File: config.mk
export PLATFORM = sky130hd
export DESIGN_NAME = zsr_reclose_top
export DESIGN_NICKNAME = d
export VERILOG_FILES = /design/src/common/zsr_pkg.sv /design/src/core/zsr_sync2.sv /design/src/core/zsr_tick_gen.sv /design/src/core/zsr_reclose_top.sv
export SDC_FILE = /design/constraint.sdc
export NUM_CORES = 1
export LEC_CHECK = 0
export BUFFER_PORTS_ARGS = -buffer_cell sky130_fd_sc_hd__buf_4
export CAP_MARGIN = 5
export CORE_MARGIN = 2
export CORE_UTILIZATION = 57
export DETAILED_ROUTE_END_ITERATION = 10
export PLACE_DENSITY = 0.84
export RECOVER_POWER = 25
export SETUP_SLACK_MARGIN = 0.1
export SLEW_MARGIN = 20
export SYNTH_ARGS = -nofsm -noshare
export SYNTH_HDL_FRONTEND = slang
export SYNTH_HIERARCHICAL = 1
export SYNTH_SLANG_ARGS = --single-unit
File: constraint.sdc
create_clock -name clk_i -period 7.55 [get_ports clk_i]
set_input_delay 1.1325 -clock clk_i [delete_from_list [all_inputs] [get_ports clk_i]]
set_output_delay 1.1325 -clock clk_i [all_outputs]
set_load 0.01 [all_outputs]
File: src/common/zsr_pkg.sv
// Shared constants and types of the zero sequence reclose control
package zsr_pkg;

  // ==========================================================
  // Timing
  localparam int unsigned CLK_PERIOD_NS   = 40;
  localparam int unsigned TICK_PERIOD_NS  = 1000000;
  localparam int unsigned TICK_CYCLES     = TICK_PERIOD_NS / CLK_PERIOD_NS;
  localparam int unsigned DELAY_STEP_MS   = 5;
  localparam int unsigned DELAY_MAX_MS    = 1800000;
  localparam int unsigned DELAY_MAX_STEPS = DELAY_MAX_MS / DELAY_STEP_MS;
  localparam int unsigned DLY_W           = 19;
  localparam int unsigned CNT_W           = 21;
  localparam int unsigned GROUPS          = 8;
  localparam int unsigned GRP_W           = 3;

  // ==========================================================
  // Register offsets (byte addresses)
  localparam logic [7:0] ADR_CTRL     = 8'h00;
  localparam logic [7:0] ADR_GROUP    = 8'h04;
  localparam logic [7:0] ADR_STATUS   = 8'h08;
  localparam logic [7:0] ADR_IRQ_STAT = 8'h0c;
  localparam logic [7:0] ADR_IRQ_CLR  = 8'h10;
  localparam logic [7:0] ADR_IRQ_EN   = 8'h14;
  localparam logic [7:0] ADR_ELAPSED  = 8'h18;
  localparam logic [7:0] ADR_DELAY    = 8'h20;
  localparam logic [7:0] ADR_DLY_MASK = 8'he0;

  // ==========================================================
  // Field positions
  localparam int unsigned CTRL_MODE_LSB  = 0;
  localparam int unsigned CTRL_BLOCK_BIT = 4;
  localparam int unsigned CTRL_FALLOW    = 8;
  localparam int unsigned CTRL_FORCE_LSB = 12;
  localparam int unsigned STAT_COND_LSB  = 0;
  localparam int unsigned STAT_ACTIVE    = 4;
  localparam int unsigned STAT_CLOSE     = 5;
  localparam int unsigned STAT_PROT      = 6;
  localparam int unsigned STAT_BLOCKED   = 7;
  localparam int unsigned STAT_EN_IN     = 8;
  localparam int unsigned STAT_TRIP_IN   = 9;
  localparam int unsigned STAT_BLK_IN    = 10;
  localparam int unsigned IRQ_ACTIVE     = 0;
  localparam int unsigned IRQ_CLOSE      = 1;
  localparam int unsigned IRQ_CLEARED    = 2;
  localparam int unsigned IRQ_BLOCKED    = 3;
  localparam int unsigned IRQ_W          = 4;

  // ==========================================================
  // Enumerations
  typedef enum logic [2:0] {
    MODE_ON, MODE_BLOCKED, MODE_TEST, MODE_TEST_BLOCKED, MODE_OFF
  } zsr_mode_e;

  typedef enum logic [2:0] {
    FORCE_NORMAL, FORCE_BLOCK, FORCE_REQUESTED, FORCE_BREAKER_CLOSE_CMD_STATE,
    FORCE_CLOSED_BLOCKED
  } zsr_force_e;

  typedef enum logic [2:0] {
    COND_NORMAL, COND_REQUESTED, COND_BLOCKED, COND_ACTIVE,
    COND_BREAKER_CLOSE_CMD_STATE, COND_CLOSED_BLOCKED
  } zsr_cond_e;

  typedef enum logic [1:0] {
    ST_IDLE, ST_ACTIVE, ST_COUNT, ST_CLOSE
  } zsr_state_e;

  // ==========================================================
  // Reset values
  localparam logic [2:0]       MODE_RST  = 3'h0;
  localparam logic [2:0]       FORCE_RST = 3'h0;
  localparam logic [GRP_W-1:0] GROUP_RST = 3'h0;
  localparam logic [DLY_W-1:0] DELAY_RST = 19'h00000;

endpackage : zsr_pkg

File: src/core/zsr_sync2.sv
// Two flip-flop synchroniser for asynchronous binary inputs
`timescale 1ns/1ps
module zsr_sync2 #(
  parameter int unsigned W = 1
) (
  // Clock and reset
  input  wire logic         clk_i,
  input  wire logic         rst_i,
  // Levels
  input  wire logic [W-1:0] async_i,
  output logic      [W-1:0] sync_o
);

  logic [W-1:0] meta_reg;

  if (W < 1) begin : g_chk
    $error("zsr_sync2: W must be at least 1");
  end

  // ==========================================================
  // First stage feeds only the second
  always_ff @(posedge clk_i) begin
    if (rst_i) begin
      meta_reg <= '0;
      sync_o   <= '0;
    end else begin
      meta_reg <= async_i;
      sync_o   <= meta_reg;
    end
  end

endmodule : zsr_sync2

File: src/core/zsr_tick_gen.sv
// Millisecond tick divider
`timescale 1ns/1ps
module zsr_tick_gen #(
  parameter int unsigned TICK_CYCLES = zsr_pkg::TICK_CYCLES
) (
  // Clock and reset
  input  wire logic clk_i,
  input  wire logic rst_i,
  // One-cycle enable pulse
  output logic      tick_o
);

  localparam int unsigned DW = $clog2(TICK_CYCLES + 1);
  logic [DW-1:0] div_reg;

  if (TICK_CYCLES < 2) begin : g_chk
    $error("zsr_tick_gen: TICK_CYCLES must be at least 2");
  end

  // ==========================================================
  // Divider
  always_ff @(posedge clk_i) begin
    if (rst_i) begin
      div_reg <= '0;
      tick_o  <= 1'b0;
    end else if (div_reg == DW'(TICK_CYCLES - 1)) begin
      div_reg <= '0;
      tick_o  <= 1'b1;
    end else begin
      div_reg <= div_reg + 1'b1;
      tick_o  <= 1'b0;
    end
  end

endmodule : zsr_tick_gen

File: src/core/zsr_reclose_top.sv
// Zero sequence reclose control with Wishbone register slave
`timescale 1ns/1ps
// Functional notes
// - Enable input low means disabled; no close command then unless forcing is allowed
// - A trip from the residual overvoltage function starts a sequence
// - With blocked input active after trip, close once delay elapses
// - Countdown follows blocked input; it must stay active whole delay
// - Delay setting 0 to 1800 s in 5 ms steps
// - Eight delay sets; group or block change acts while running
// - Static mode On, Blocked, Test, Test/Blocked, Off; default On
// - Permitted forcing overrides reported status with chosen value
// - Blocked output while disabled except in mode Off, active until clear, close after delay
// - Protection block output holds off reopening until fault clears
module zsr_reclose_top #(
  parameter int unsigned TICK_CYCLES = zsr_pkg::TICK_CYCLES
) (
  // Clock and reset
  input  wire logic        clk_i,
  input  wire logic        rst_i,
  // Wishbone slave
  input  wire logic        wb_cyc_i,
  input  wire logic        wb_stb_i,
  input  wire logic        wb_we_i,
  input  wire logic [7:0]  wb_adr_i,
  input  wire logic [3:0]  wb_sel_i,
  input  wire logic [31:0] wb_dat_i,
  output logic      [31:0] wb_dat_o,
  output logic             wb_ack_o,
  // Protection inputs
  input  wire logic        reclose_enable_i,
  input  wire logic        residual_overvoltage_trip_i,
  input  wire logic        residual_overvoltage_blocked_i,
  // Function outputs
  output logic             recl_blocked_o,
  output logic             recl_active_o,
  output logic             breaker_close_out_o,
  output logic             residual_protection_block_out_o,
  output logic             irq_o
);

  localparam int unsigned CNT_W = zsr_pkg::CNT_W;
  localparam int unsigned DLY_W = zsr_pkg::DLY_W;

  typedef struct packed {
    zsr_pkg::zsr_state_e                     st;
    logic [CNT_W-1:0]                        cnt;
    logic [2:0]                              node_operating_mode;
    logic                                    blk_cmd;
    logic                                    f_allow;
    logic [2:0]                              f_val;
    logic [zsr_pkg::GRP_W-1:0]               group;
    logic [zsr_pkg::GROUPS-1:0][DLY_W-1:0]   delay;
    logic [zsr_pkg::IRQ_W-1:0]               irq_stat;
    logic [zsr_pkg::IRQ_W-1:0]               irq_en;
    logic [2:0]                              cond;
    logic                                    ack;
    logic [31:0]                             dat;
    logic                                    active;
    logic                                    close;
    logic                                    prot;
    logic                                    blocked;
    logic                                    irq;
  } zsr_regs_s;

  zsr_regs_s        r_reg;
  zsr_regs_s        r_next;
  logic [2:0]       ins_s;
  logic             en_s;
  logic             trip_s;
  logic             blk_s;
  logic             tick;
  logic             run;
  logic             test;
  logic             fault_clr;
  logic [CNT_W-1:0] dly_ms;
  logic [31:0]      rd;
  logic [31:0]      wd;
  logic             wr;
  logic [zsr_pkg::IRQ_W-1:0] ev;

  if (TICK_CYCLES < 2) begin : g_chk
    $error("zsr_reclose_top: TICK_CYCLES must be at least 2");
  end

  // ==========================================================
  // Helpers
  function automatic logic [CNT_W-1:0] to_ms(input logic [DLY_W-1:0] d);
    to_ms = CNT_W'(d) * CNT_W'(zsr_pkg::DELAY_STEP_MS);
  endfunction : to_ms

  function automatic logic [31:0] merge(input logic [31:0] o, input logic [31:0] n,
                                        input logic [3:0] s);
    for (int i = 0; i < 4; i++) begin
      merge[i*8 +: 8] = s[i] ? n[i*8 +: 8] : o[i*8 +: 8];
    end
  endfunction : merge

  // ==========================================================
  // Input capture and tick
  zsr_sync2 #(.W(3)) u_sync (
    .clk_i   (clk_i),
    .rst_i   (rst_i),
    .async_i ({reclose_enable_i, residual_overvoltage_trip_i,
               residual_overvoltage_blocked_i}),
    .sync_o  (ins_s)
  );
  assign en_s   = ins_s[2];
  assign trip_s = ins_s[1];
  assign blk_s  = ins_s[0];

  zsr_tick_gen #(.TICK_CYCLES(TICK_CYCLES)) u_tick (
    .clk_i  (clk_i),
    .rst_i  (rst_i),
    .tick_o (tick)
  );

  // ==========================================================
  // Next state
  always_comb begin
    r_next = r_reg;
    ev     = '0;
    // Mode and block command act at once, no restart needed
    run = en_s && !r_reg.blk_cmd && (r_reg.node_operating_mode == zsr_pkg::MODE_ON ||
          r_reg.node_operating_mode == zsr_pkg::MODE_TEST);
    test      = r_reg.node_operating_mode == zsr_pkg::MODE_TEST;
    fault_clr = !trip_s && !blk_s;
    dly_ms    = to_ms(r_reg.delay[r_reg.group]);

    case (r_reg.st)
      zsr_pkg::ST_IDLE: begin
        if (trip_s) r_next.st = zsr_pkg::ST_ACTIVE;
      end
      zsr_pkg::ST_ACTIVE: begin
        if (fault_clr) r_next.st = zsr_pkg::ST_IDLE;
        else if (blk_s) r_next.st = zsr_pkg::ST_COUNT;
      end
      zsr_pkg::ST_COUNT: begin
        if (fault_clr) r_next.st = zsr_pkg::ST_IDLE;
        else if (!blk_s) r_next.st = zsr_pkg::ST_ACTIVE;
        else if (r_reg.cnt >= dly_ms) r_next.st = zsr_pkg::ST_CLOSE;
        else if (tick) r_next.cnt = r_reg.cnt + 1'b1;
      end
      zsr_pkg::ST_CLOSE: begin
        if (fault_clr) r_next.st = zsr_pkg::ST_IDLE;
      end
      default: r_next.st = zsr_pkg::ST_IDLE;
    endcase
    if (!run) r_next.st = zsr_pkg::ST_IDLE;
    if (r_next.st != zsr_pkg::ST_COUNT) r_next.cnt = '0;

    // Outputs follow the new state; test mode keeps the breaker untouched
    r_next.active  = r_next.st != zsr_pkg::ST_IDLE;
    r_next.close   = r_next.st == zsr_pkg::ST_CLOSE && !test;
    r_next.prot    = (r_next.st == zsr_pkg::ST_COUNT ||
                      r_next.st == zsr_pkg::ST_CLOSE) && !test;
    r_next.blocked = r_reg.node_operating_mode != zsr_pkg::MODE_OFF && !run;
    case (r_next.st)
      zsr_pkg::ST_ACTIVE: r_next.cond = zsr_pkg::COND_ACTIVE;
      zsr_pkg::ST_COUNT:  r_next.cond = zsr_pkg::COND_REQUESTED;
      zsr_pkg::ST_CLOSE:  r_next.cond = trip_s ? zsr_pkg::COND_BREAKER_CLOSE_CMD_STATE
                                               : zsr_pkg::COND_CLOSED_BLOCKED;
      default: r_next.cond = r_next.blocked ? zsr_pkg::COND_BLOCKED : zsr_pkg::COND_NORMAL;
    endcase

    if (r_reg.f_allow) begin
      case (r_reg.f_val)
        zsr_pkg::FORCE_BLOCK: begin
          r_next.blocked = 1'b1;
          r_next.cond    = zsr_pkg::COND_BLOCKED;
        end
        zsr_pkg::FORCE_REQUESTED: begin
          r_next.active = 1'b1;
          r_next.cond   = zsr_pkg::COND_REQUESTED;
        end
        zsr_pkg::FORCE_BREAKER_CLOSE_CMD_STATE: begin
          r_next.active = 1'b1;
          r_next.close  = 1'b1;
          r_next.cond   = zsr_pkg::COND_BREAKER_CLOSE_CMD_STATE;
        end
        zsr_pkg::FORCE_CLOSED_BLOCKED: begin
          r_next.active = 1'b1;
          r_next.prot   = 1'b1;
          r_next.cond   = zsr_pkg::COND_CLOSED_BLOCKED;
        end
        default: ;
      endcase
    end

    // Events
    ev[zsr_pkg::IRQ_ACTIVE]  = r_next.active && !r_reg.active;
    ev[zsr_pkg::IRQ_CLOSE]   = r_next.close && !r_reg.close;
    ev[zsr_pkg::IRQ_CLEARED] = r_reg.st != zsr_pkg::ST_IDLE && r_next.st == zsr_pkg::ST_IDLE;
    ev[zsr_pkg::IRQ_BLOCKED] = r_next.blocked && !r_reg.blocked;

    // Register read mux
    rd = '0;
    case (wb_adr_i & 8'hfc)
      zsr_pkg::ADR_CTRL: begin
        rd[zsr_pkg::CTRL_MODE_LSB +: 3]  = r_reg.node_operating_mode;
        rd[zsr_pkg::CTRL_BLOCK_BIT]      = r_reg.blk_cmd;
        rd[zsr_pkg::CTRL_FALLOW]         = r_reg.f_allow;
        rd[zsr_pkg::CTRL_FORCE_LSB +: 3] = r_reg.f_val;
      end
      zsr_pkg::ADR_GROUP: rd[zsr_pkg::GRP_W-1:0] = r_reg.group;
      zsr_pkg::ADR_STATUS: begin
        rd[zsr_pkg::STAT_COND_LSB +: 3] = r_reg.cond;
        rd[zsr_pkg::STAT_ACTIVE]        = r_reg.active;
        rd[zsr_pkg::STAT_CLOSE]         = r_reg.close;
        rd[zsr_pkg::STAT_PROT]          = r_reg.prot;
        rd[zsr_pkg::STAT_BLOCKED]       = r_reg.blocked;
        rd[zsr_pkg::STAT_EN_IN]         = en_s;
        rd[zsr_pkg::STAT_TRIP_IN]       = trip_s;
        rd[zsr_pkg::STAT_BLK_IN]        = blk_s;
      end
      zsr_pkg::ADR_IRQ_STAT: rd[zsr_pkg::IRQ_W-1:0] = r_reg.irq_stat;
      zsr_pkg::ADR_IRQ_EN:   rd[zsr_pkg::IRQ_W-1:0] = r_reg.irq_en;
      zsr_pkg::ADR_ELAPSED:  rd[CNT_W-1:0] = r_reg.cnt;
      default: begin
        if ((wb_adr_i & zsr_pkg::ADR_DLY_MASK) == zsr_pkg::ADR_DELAY) begin
          rd[DLY_W-1:0] = r_reg.delay[wb_adr_i[4:2]];
        end
      end
    endcase

    // Wishbone: ack one cycle after request, write lands on the ack edge
    r_next.ack = wb_cyc_i && wb_stb_i && !r_reg.ack;
    r_next.dat = r_next.ack && !wb_we_i ? rd : 32'h0000_0000;
    wr = wb_cyc_i && wb_stb_i && wb_we_i && r_reg.ack;
    wd = merge(rd, wb_dat_i, wb_sel_i);
    if (wr) begin
      case (wb_adr_i & 8'hfc)
        zsr_pkg::ADR_CTRL: begin
          // Unknown mode codes are dropped
          if (wd[zsr_pkg::CTRL_MODE_LSB +: 3] <= zsr_pkg::MODE_OFF) begin
            r_next.node_operating_mode = wd[zsr_pkg::CTRL_MODE_LSB +: 3];
          end
          r_next.blk_cmd = wd[zsr_pkg::CTRL_BLOCK_BIT];
          r_next.f_allow = wd[zsr_pkg::CTRL_FALLOW];
          r_next.f_val   = wd[zsr_pkg::CTRL_FORCE_LSB +: 3];
        end
        zsr_pkg::ADR_GROUP: r_next.group = wd[zsr_pkg::GRP_W-1:0];
        zsr_pkg::ADR_IRQ_EN: r_next.irq_en = wd[zsr_pkg::IRQ_W-1:0];
        default: begin
          if ((wb_adr_i & zsr_pkg::ADR_DLY_MASK) == zsr_pkg::ADR_DELAY) begin
            // Out of range settings clamp to the longest delay
            r_next.delay[wb_adr_i[4:2]] = (wd > zsr_pkg::DELAY_MAX_STEPS) ?
              DLY_W'(zsr_pkg::DELAY_MAX_STEPS) : wd[DLY_W-1:0];
          end
        end
      endcase
    end
    // Set beats a clear in the same cycle
    r_next.irq_stat = r_reg.irq_stat & ~((wr && (wb_adr_i & 8'hfc) == zsr_pkg::ADR_IRQ_CLR) ?
                      wd[zsr_pkg::IRQ_W-1:0] : 4'h0);
    r_next.irq_stat = r_next.irq_stat | ev;
    r_next.irq      = |(r_next.irq_stat & r_next.irq_en);
  end

  // ==========================================================
  // State register
  always_ff @(posedge clk_i) begin
    if (rst_i) begin
      r_reg                     <= '0;
      r_reg.st                  <= zsr_pkg::ST_IDLE;
      r_reg.node_operating_mode <= zsr_pkg::MODE_RST;
      r_reg.f_val               <= zsr_pkg::FORCE_RST;
      r_reg.group               <= zsr_pkg::GROUP_RST;
      r_reg.delay               <= {zsr_pkg::GROUPS{zsr_pkg::DELAY_RST}};
    end else begin
      r_reg <= r_next;
    end
  end

  assign wb_dat_o                        = r_reg.dat;
  assign wb_ack_o                        = r_reg.ack;
  assign recl_blocked_o                  = r_reg.blocked;
  assign recl_active_o                   = r_reg.active;
  assign breaker_close_out_o             = r_reg.close;
  assign residual_protection_block_out_o = r_reg.prot;
  assign irq_o                           = r_reg.irq;
endmodule : zsr_reclose_top

**Yosys cells after proc, flatten, opt, wreduce, memory -nomap -nowiden**

Index checks and enable logic that the tools add are counted.
W data, S select, Z words.

- Flip-flop bits (word level): 257
- Input port bits: 52
- Output and inout bits: 38

- Eq/ne operators: 21
- Bitwise logic cells: 8
- $add $sub $neg: 2
- Muxes and demuxes: 46
- $lt $le $gt $ge: 6
- Reduce and logical (&&, ||, !) cells: 51
- $mul: 1

Operators by type and width:

| cell | count |
|---|---|
| $bwmux W152 | 1 |
| $bmux W19 S3 | 2 |
| $mux W19 | 5 |
| $demux W19 S3 | 1 |
| $gt A32 B19 Y1 const B | 1 |
| $mux W8 | 4 |
| $pmux W3 S3 | 3 |
| $add A21 B1 Y21 const B | 1 |
| $ge A21 B21 Y1 | 1 |
| $mul A19 B3 Y21 const B | 1 |
| $mux W2 | 10 |
| $eq A6 B3 Y1 const B | 3 |
| $pmux W3 S6 | 1 |
| $logic_and A1 B1 Y1 | 17 |
| $mux W4 | 4 |
| $add A15 B1 Y15 const B | 1 |
| $eq A15 B15 Y1 const B | 1 |
| $eq A6 B2 Y1 const B | 2 |
| $pmux W1 S4 | 3 |
| $pmux W3 S4 | 1 |
| $reduce_or A3 Y1 | 4 |
| $reduce_or A4 Y1 | 3 |
| $logic_not A1 Y1 | 10 |
| $eq A3 B2 Y1 const B | 3 |
| 30 further kinds | 52 |

**Longest topological paths before layout**

- Depth in word-level cells: 18
- Gate-level depth with buffers: 28

**Hierarchy**

Netlist, hierarchy kept.

By module, submodules not included:

| module | area an instance (sq um) | times used | cells each | seq. area each (sq um) |
|---|---|---|---|---|
| zsr_reclose_top | 13467.9 | 1 | 1483 | 4484.3 |
| zsr_tick_gen | 749.5 | 1 | 78 | 320.3 |
| zsr_sync2 | 157.7 | 1 | 12 | 120.1 |

**Worst setup path after synthesis**

Ideal clock, no wire load.

- Path kind: flip-flop to flip-flop
- Start: register r_reg[201] (netlist name)
- End: register r_reg[228] (netlist name)
- Stages on the path, launching flop included: 27
- Period minus slack after synthesis: 6947 ps
- Setup time: 70 ps
- Arrival: 6877 ps
- Path slack: 603 ps
- Cell sequence: dfxtp_1 > buf_1 > buf_1 > mux4_2 > mux2_2 > ha_1 > ha_1 > inv_1 > fa_1 > nor2b_1 > o21ai_0 > a21oi_1 > o21ai_0 > o21ai_0 > o21ai_0 > o21bai_1 > a21oi_1 > xor2_1 > ha_1 > o41ai_1 > a21oi_1 > a2111oi_0 > nand4_1 > or3_1 > clkbuf_1 > or3_1 > a21oi_1

- Cells in the longest elaborated chain, start to end: 11

RTL lines:

| element | RTL line | text |
|---|---|---|
| start, declared | zsr_reclose_top.sv:65 | `zsr_regs_s r_reg;` |
| start signal, assigned | zsr_reclose_top.sv:270 | `r_reg <= r_next;` |
| $bmux W19 S3 (*) | zsr_reclose_top.sv:127 | `dly_ms = to_ms(r_reg.delay[r_reg.group]);` |
| $mux W19 (implied by the code) (*) | zsr_reclose_top.sv:127 |  |
| $mul A19 B3 Y21 (*) | zsr_reclose_top.sv:88 | `to_ms = CNT_W'(d) * CNT_W'(zsr_pkg::DELAY_STEP_MS);` |
| $ge A21 B21 Y1 (*) | zsr_reclose_top.sv:140 | `else if (r_reg.cnt >= dly_ms) r_next.st = zsr_pkg::ST_CLOSE;` |
| $mux W2 | zsr_reclose_top.sv:140 |  |
| $mux W2 | zsr_reclose_top.sv:139 | `else if (!blk_s) r_next.st = zsr_pkg::ST_ACTIVE;` |
| $mux W2 | zsr_reclose_top.sv:138 | `if (fault_clr) r_next.st = zsr_pkg::ST_IDLE;` |
| $pmux W2 S4 | zsr_reclose_top.sv:129 | `case (r_reg.st)` |
| $mux W2 | zsr_reclose_top.sv:148 | `if (!run) r_next.st = zsr_pkg::ST_IDLE;` |
| $ne A2 B2 Y1 | zsr_reclose_top.sv:149 | `if (r_next.st != zsr_pkg::ST_COUNT) r_next.cnt = '0;` |
| $reduce_or A2 Y1 (no line) | -- |  |

Mark *: on every way between the ends. The rest lies on a longest branch, timed or not. The select of a mux whose other input is x is not followed.
A chain may end at the register's enable or synchronous reset.

**Worst setup path in the final report**

- Start: register r_reg[201] (netlist name)
- End: register r_reg[40] (netlist name)

- Cells in the longest elaborated chain, start to end: 13

RTL lines:

| element | RTL line | text |
|---|---|---|
| $bmux W19 S3 (*) | zsr_reclose_top.sv:127 |  |
| $mux W19 (implied by the code) (*) | zsr_reclose_top.sv:127 |  |
| $mul A19 B3 Y21 (*) | zsr_reclose_top.sv:88 |  |
| $ge A21 B21 Y1 (*) | zsr_reclose_top.sv:140 |  |
| $mux W2 (*) | zsr_reclose_top.sv:140 |  |
| $mux W2 (*) | zsr_reclose_top.sv:139 |  |
| $mux W2 (*) | zsr_reclose_top.sv:138 |  |
| $pmux W2 S4 (*) | zsr_reclose_top.sv:129 |  |
| $mux W2 (*) | zsr_reclose_top.sv:148 |  |
| $eq A2 B2 Y1 or $eq A2 B1 Y1 (tied branches) | zsr_reclose_top.sv:157 | `case (r_next.st)` |
| $pmux W3 S3 (*) | zsr_reclose_top.sv:157 |  |
| $pmux W3 S4 | zsr_reclose_top.sv:166 | `case (r_reg.f_val)` |
| $mux W3 (*) | zsr_reclose_top.sv:165 | `if (r_reg.f_allow) begin` |

Marked as above.

==> reports/results.ini <==
[outcome]
status=finished, violations left
failed_checks=capacitance limit, slew limit

[clock_tree]
clock-sinks=246
cts-resized-gates=0
cts_inserted_buffers=27
cts_tree=built
clkTransAtPathRegs_ns=0.06
cts.path.max_buffers=3
cts_hold_buf=0
cts_setup_buffers=0
clock-root-buffer=clkbuf_16
htreeDepth=1
clk_latency_ns=0.56

[final_layout]
drive_above_1_share_pct=17.8
largest_reg_flops=197
final_cell_count_no_fill=1916
final_nets=1677
diodes=0
area_delta_synth_final_pct=7.90
design_area_sq_um=15500

[sta]
min_period_ns=7.03
setup_viol=0
fin_setup_tns_ns=0
worst_pin_slew_ns=4.99
hold_violations=0
maxSlewViolCount=116
rsz0062_at_grt=false
slew_headroom_pct=-233
hold_ws_ns=0.440
skew_ns=0.0237
fmax_mhz=142
period_share_pct=93.2

[die]
die_w_um=163
num_rows=58
core_sq_um=25000
die_y_um=163
pin_count=90
initial_core_util_pct=57.6
die_area_sq_um=26500

[grt]
grt_pass1_wl_um=67900
grt_use_met3_pct=10.1
grt_busiest_layer=met2
gr-usage-met1_pct=40.1
antenna_found_initial=1
grt_max_degree=103
grt.total_usage_pct=32.6
grtUsageMet2_pct=49.8
grt_pass1_vias=12475
grt_overflow_total=0

[power_and_ir_drop]
vdd_drop_max_v=0.000177
p_per_area_nw_per_um2=180
p_leak_nw=5.37

[worst_setup_path]
endpoint_kind=flop
crit_top_cell=o21ai_0
cp_slowest_cell=dfxtp_2
crit_buf_inv=3
cp_top_family=compound AO/OA/AOI/OAI gates
crit_arrival_ns=7.24
critical_path_class=flop to flop
slowest_delay_ns=0.77
required_ns=7.76
path_max_fanout=18
critical_path.startpoint_type=flop

[route]
avgRoutedWirePerCell_um=22.7
vias=12854
drt_iter0_markers=1775
drtAntennaViolNets=0
drc=0
routed_wl_um=43600
via_per_inst=6.71
drtPass1Iterations=6

[placed_design]
port_buffers=76
dp_hpwl_um=29000
dp_cells=1868
placed_cell_area_sq_um=14800
gp_congestion=0.946

[synth]
ys_warn_count=6
yosys.area.top_type_share_pct=34.3
ys_types=92
synth_most_common_cell=dfxtp_1
yosys-top-cells-area=dfxtp_1 34%, mux4_2 11%, ha_1 5.0%
ys_ff_latch=246
ys.flop_type=dfxtp_1
async_flop_share_pct=0
synth_cells=1573
syn_avg_cell_area_sq_um=9.14
synth_edf_count=0
ys_seq_area_share_pct=34.3
synth_common_cells=246 x dfxtp_1, 186 x nand2_1, 147 x nor2_1
yosysTopAreaCell=dfxtp_1
syn_area_sq_um=14400

[min_path]
worst_hold_path_type=flop to flop

[job]
max_cap_violations=2

-- area by class of cell --
cell class / instances / area [sq um]
inverter: 32 / 120
clock inverter: 11 / 91.3
sequential: 246 / 4930
multi-input combinational: 1163 / 8560
tap: 330 / 413
fill: 2051 / 9450
clock buffer: 37 / 773
timing repair buffer: 97 / 627
-- cells by family (layout without fill, tap and decap cells) --
kind of cell    count (synthesis)  after routing  share of synthesized area, %
simple gates                  556            556                          18.3
compound gates                359            359                          17.1
flops                         246            246                          34.3
buf+inv                       174            177                          6.60
mux                           139            139                          16.1
fa+ha+maj                      58             58                          5.10
xor+xnor                       40             40                          2.44
other cells                     1             11                        0.0261
-- metrics by stage --
| step | setup WS, ns | util [%] | total power [mW] |
|---|---|---|---|
| after floorplan | 0.603 | - | 1.47 |
| after global placement | 0.890 | 59.2 | 1.51 |
| after detailed placement | 0.785 | 59.2 | 1.51 |
| after CTS | 0.744 | 62.6 | 2.79 |
| after global routing | 0.109 | 62.1 | 2.86 |
| final | 0.517 | 62.1 | 2.79 |
-- final timing paths --
path         depth (start not counted)          startpoint  slack (ns)               end
max                                 26          r_reg[201]        0.52         r_reg[40]
min                                  1  u_sync/meta_reg[0]        0.44  u_sync/sync_o[0]
max reg2reg                         26          r_reg[201]        0.52         r_reg[40]
min reg2reg                          1  u_sync/meta_reg[0]        0.44  u_sync/sync_o[0]
-- report_power, final --
part	internal [mW]	switching, mW
logic	0.0527	0.134
clock network	0.748	0.554
registers	1.30	0.00407
-- placed cells by master (no fill, tap or decap), types with 15 or more instances in the layout --
cell / count
dfxtp_1: 244
nand2_1: 186
nor2_1: 143
a21oi_1: 124
mux4_2: 70
buf_4: 68
nand3_1: 65
ha_1: 57
a211oi_1: 49
o21ai_0: 36
o211ai_1: 34
mux2_2: 33
mux2i_1: 32
clkbuf_1: 32
inv_1: 29
nor2b_1: 27
clkbuf_16: 27
xnor2_1: 24
a31oi_1: 22
nor3_1: 21
xor2_1: 16
nor2_2: 15
-- routing by layer --
layer / part of all wire (%) / vias up / wire [um]
li1: - / 5664 / -
met1: 36 / 6023 / 15700
met2: 44 / 914 / 19100
met3: 13 / 251 / 5780
met4: 6.8 / 2 / 2940
met5: 0.037 / - / 16
(Power assumes the default switching activity.)
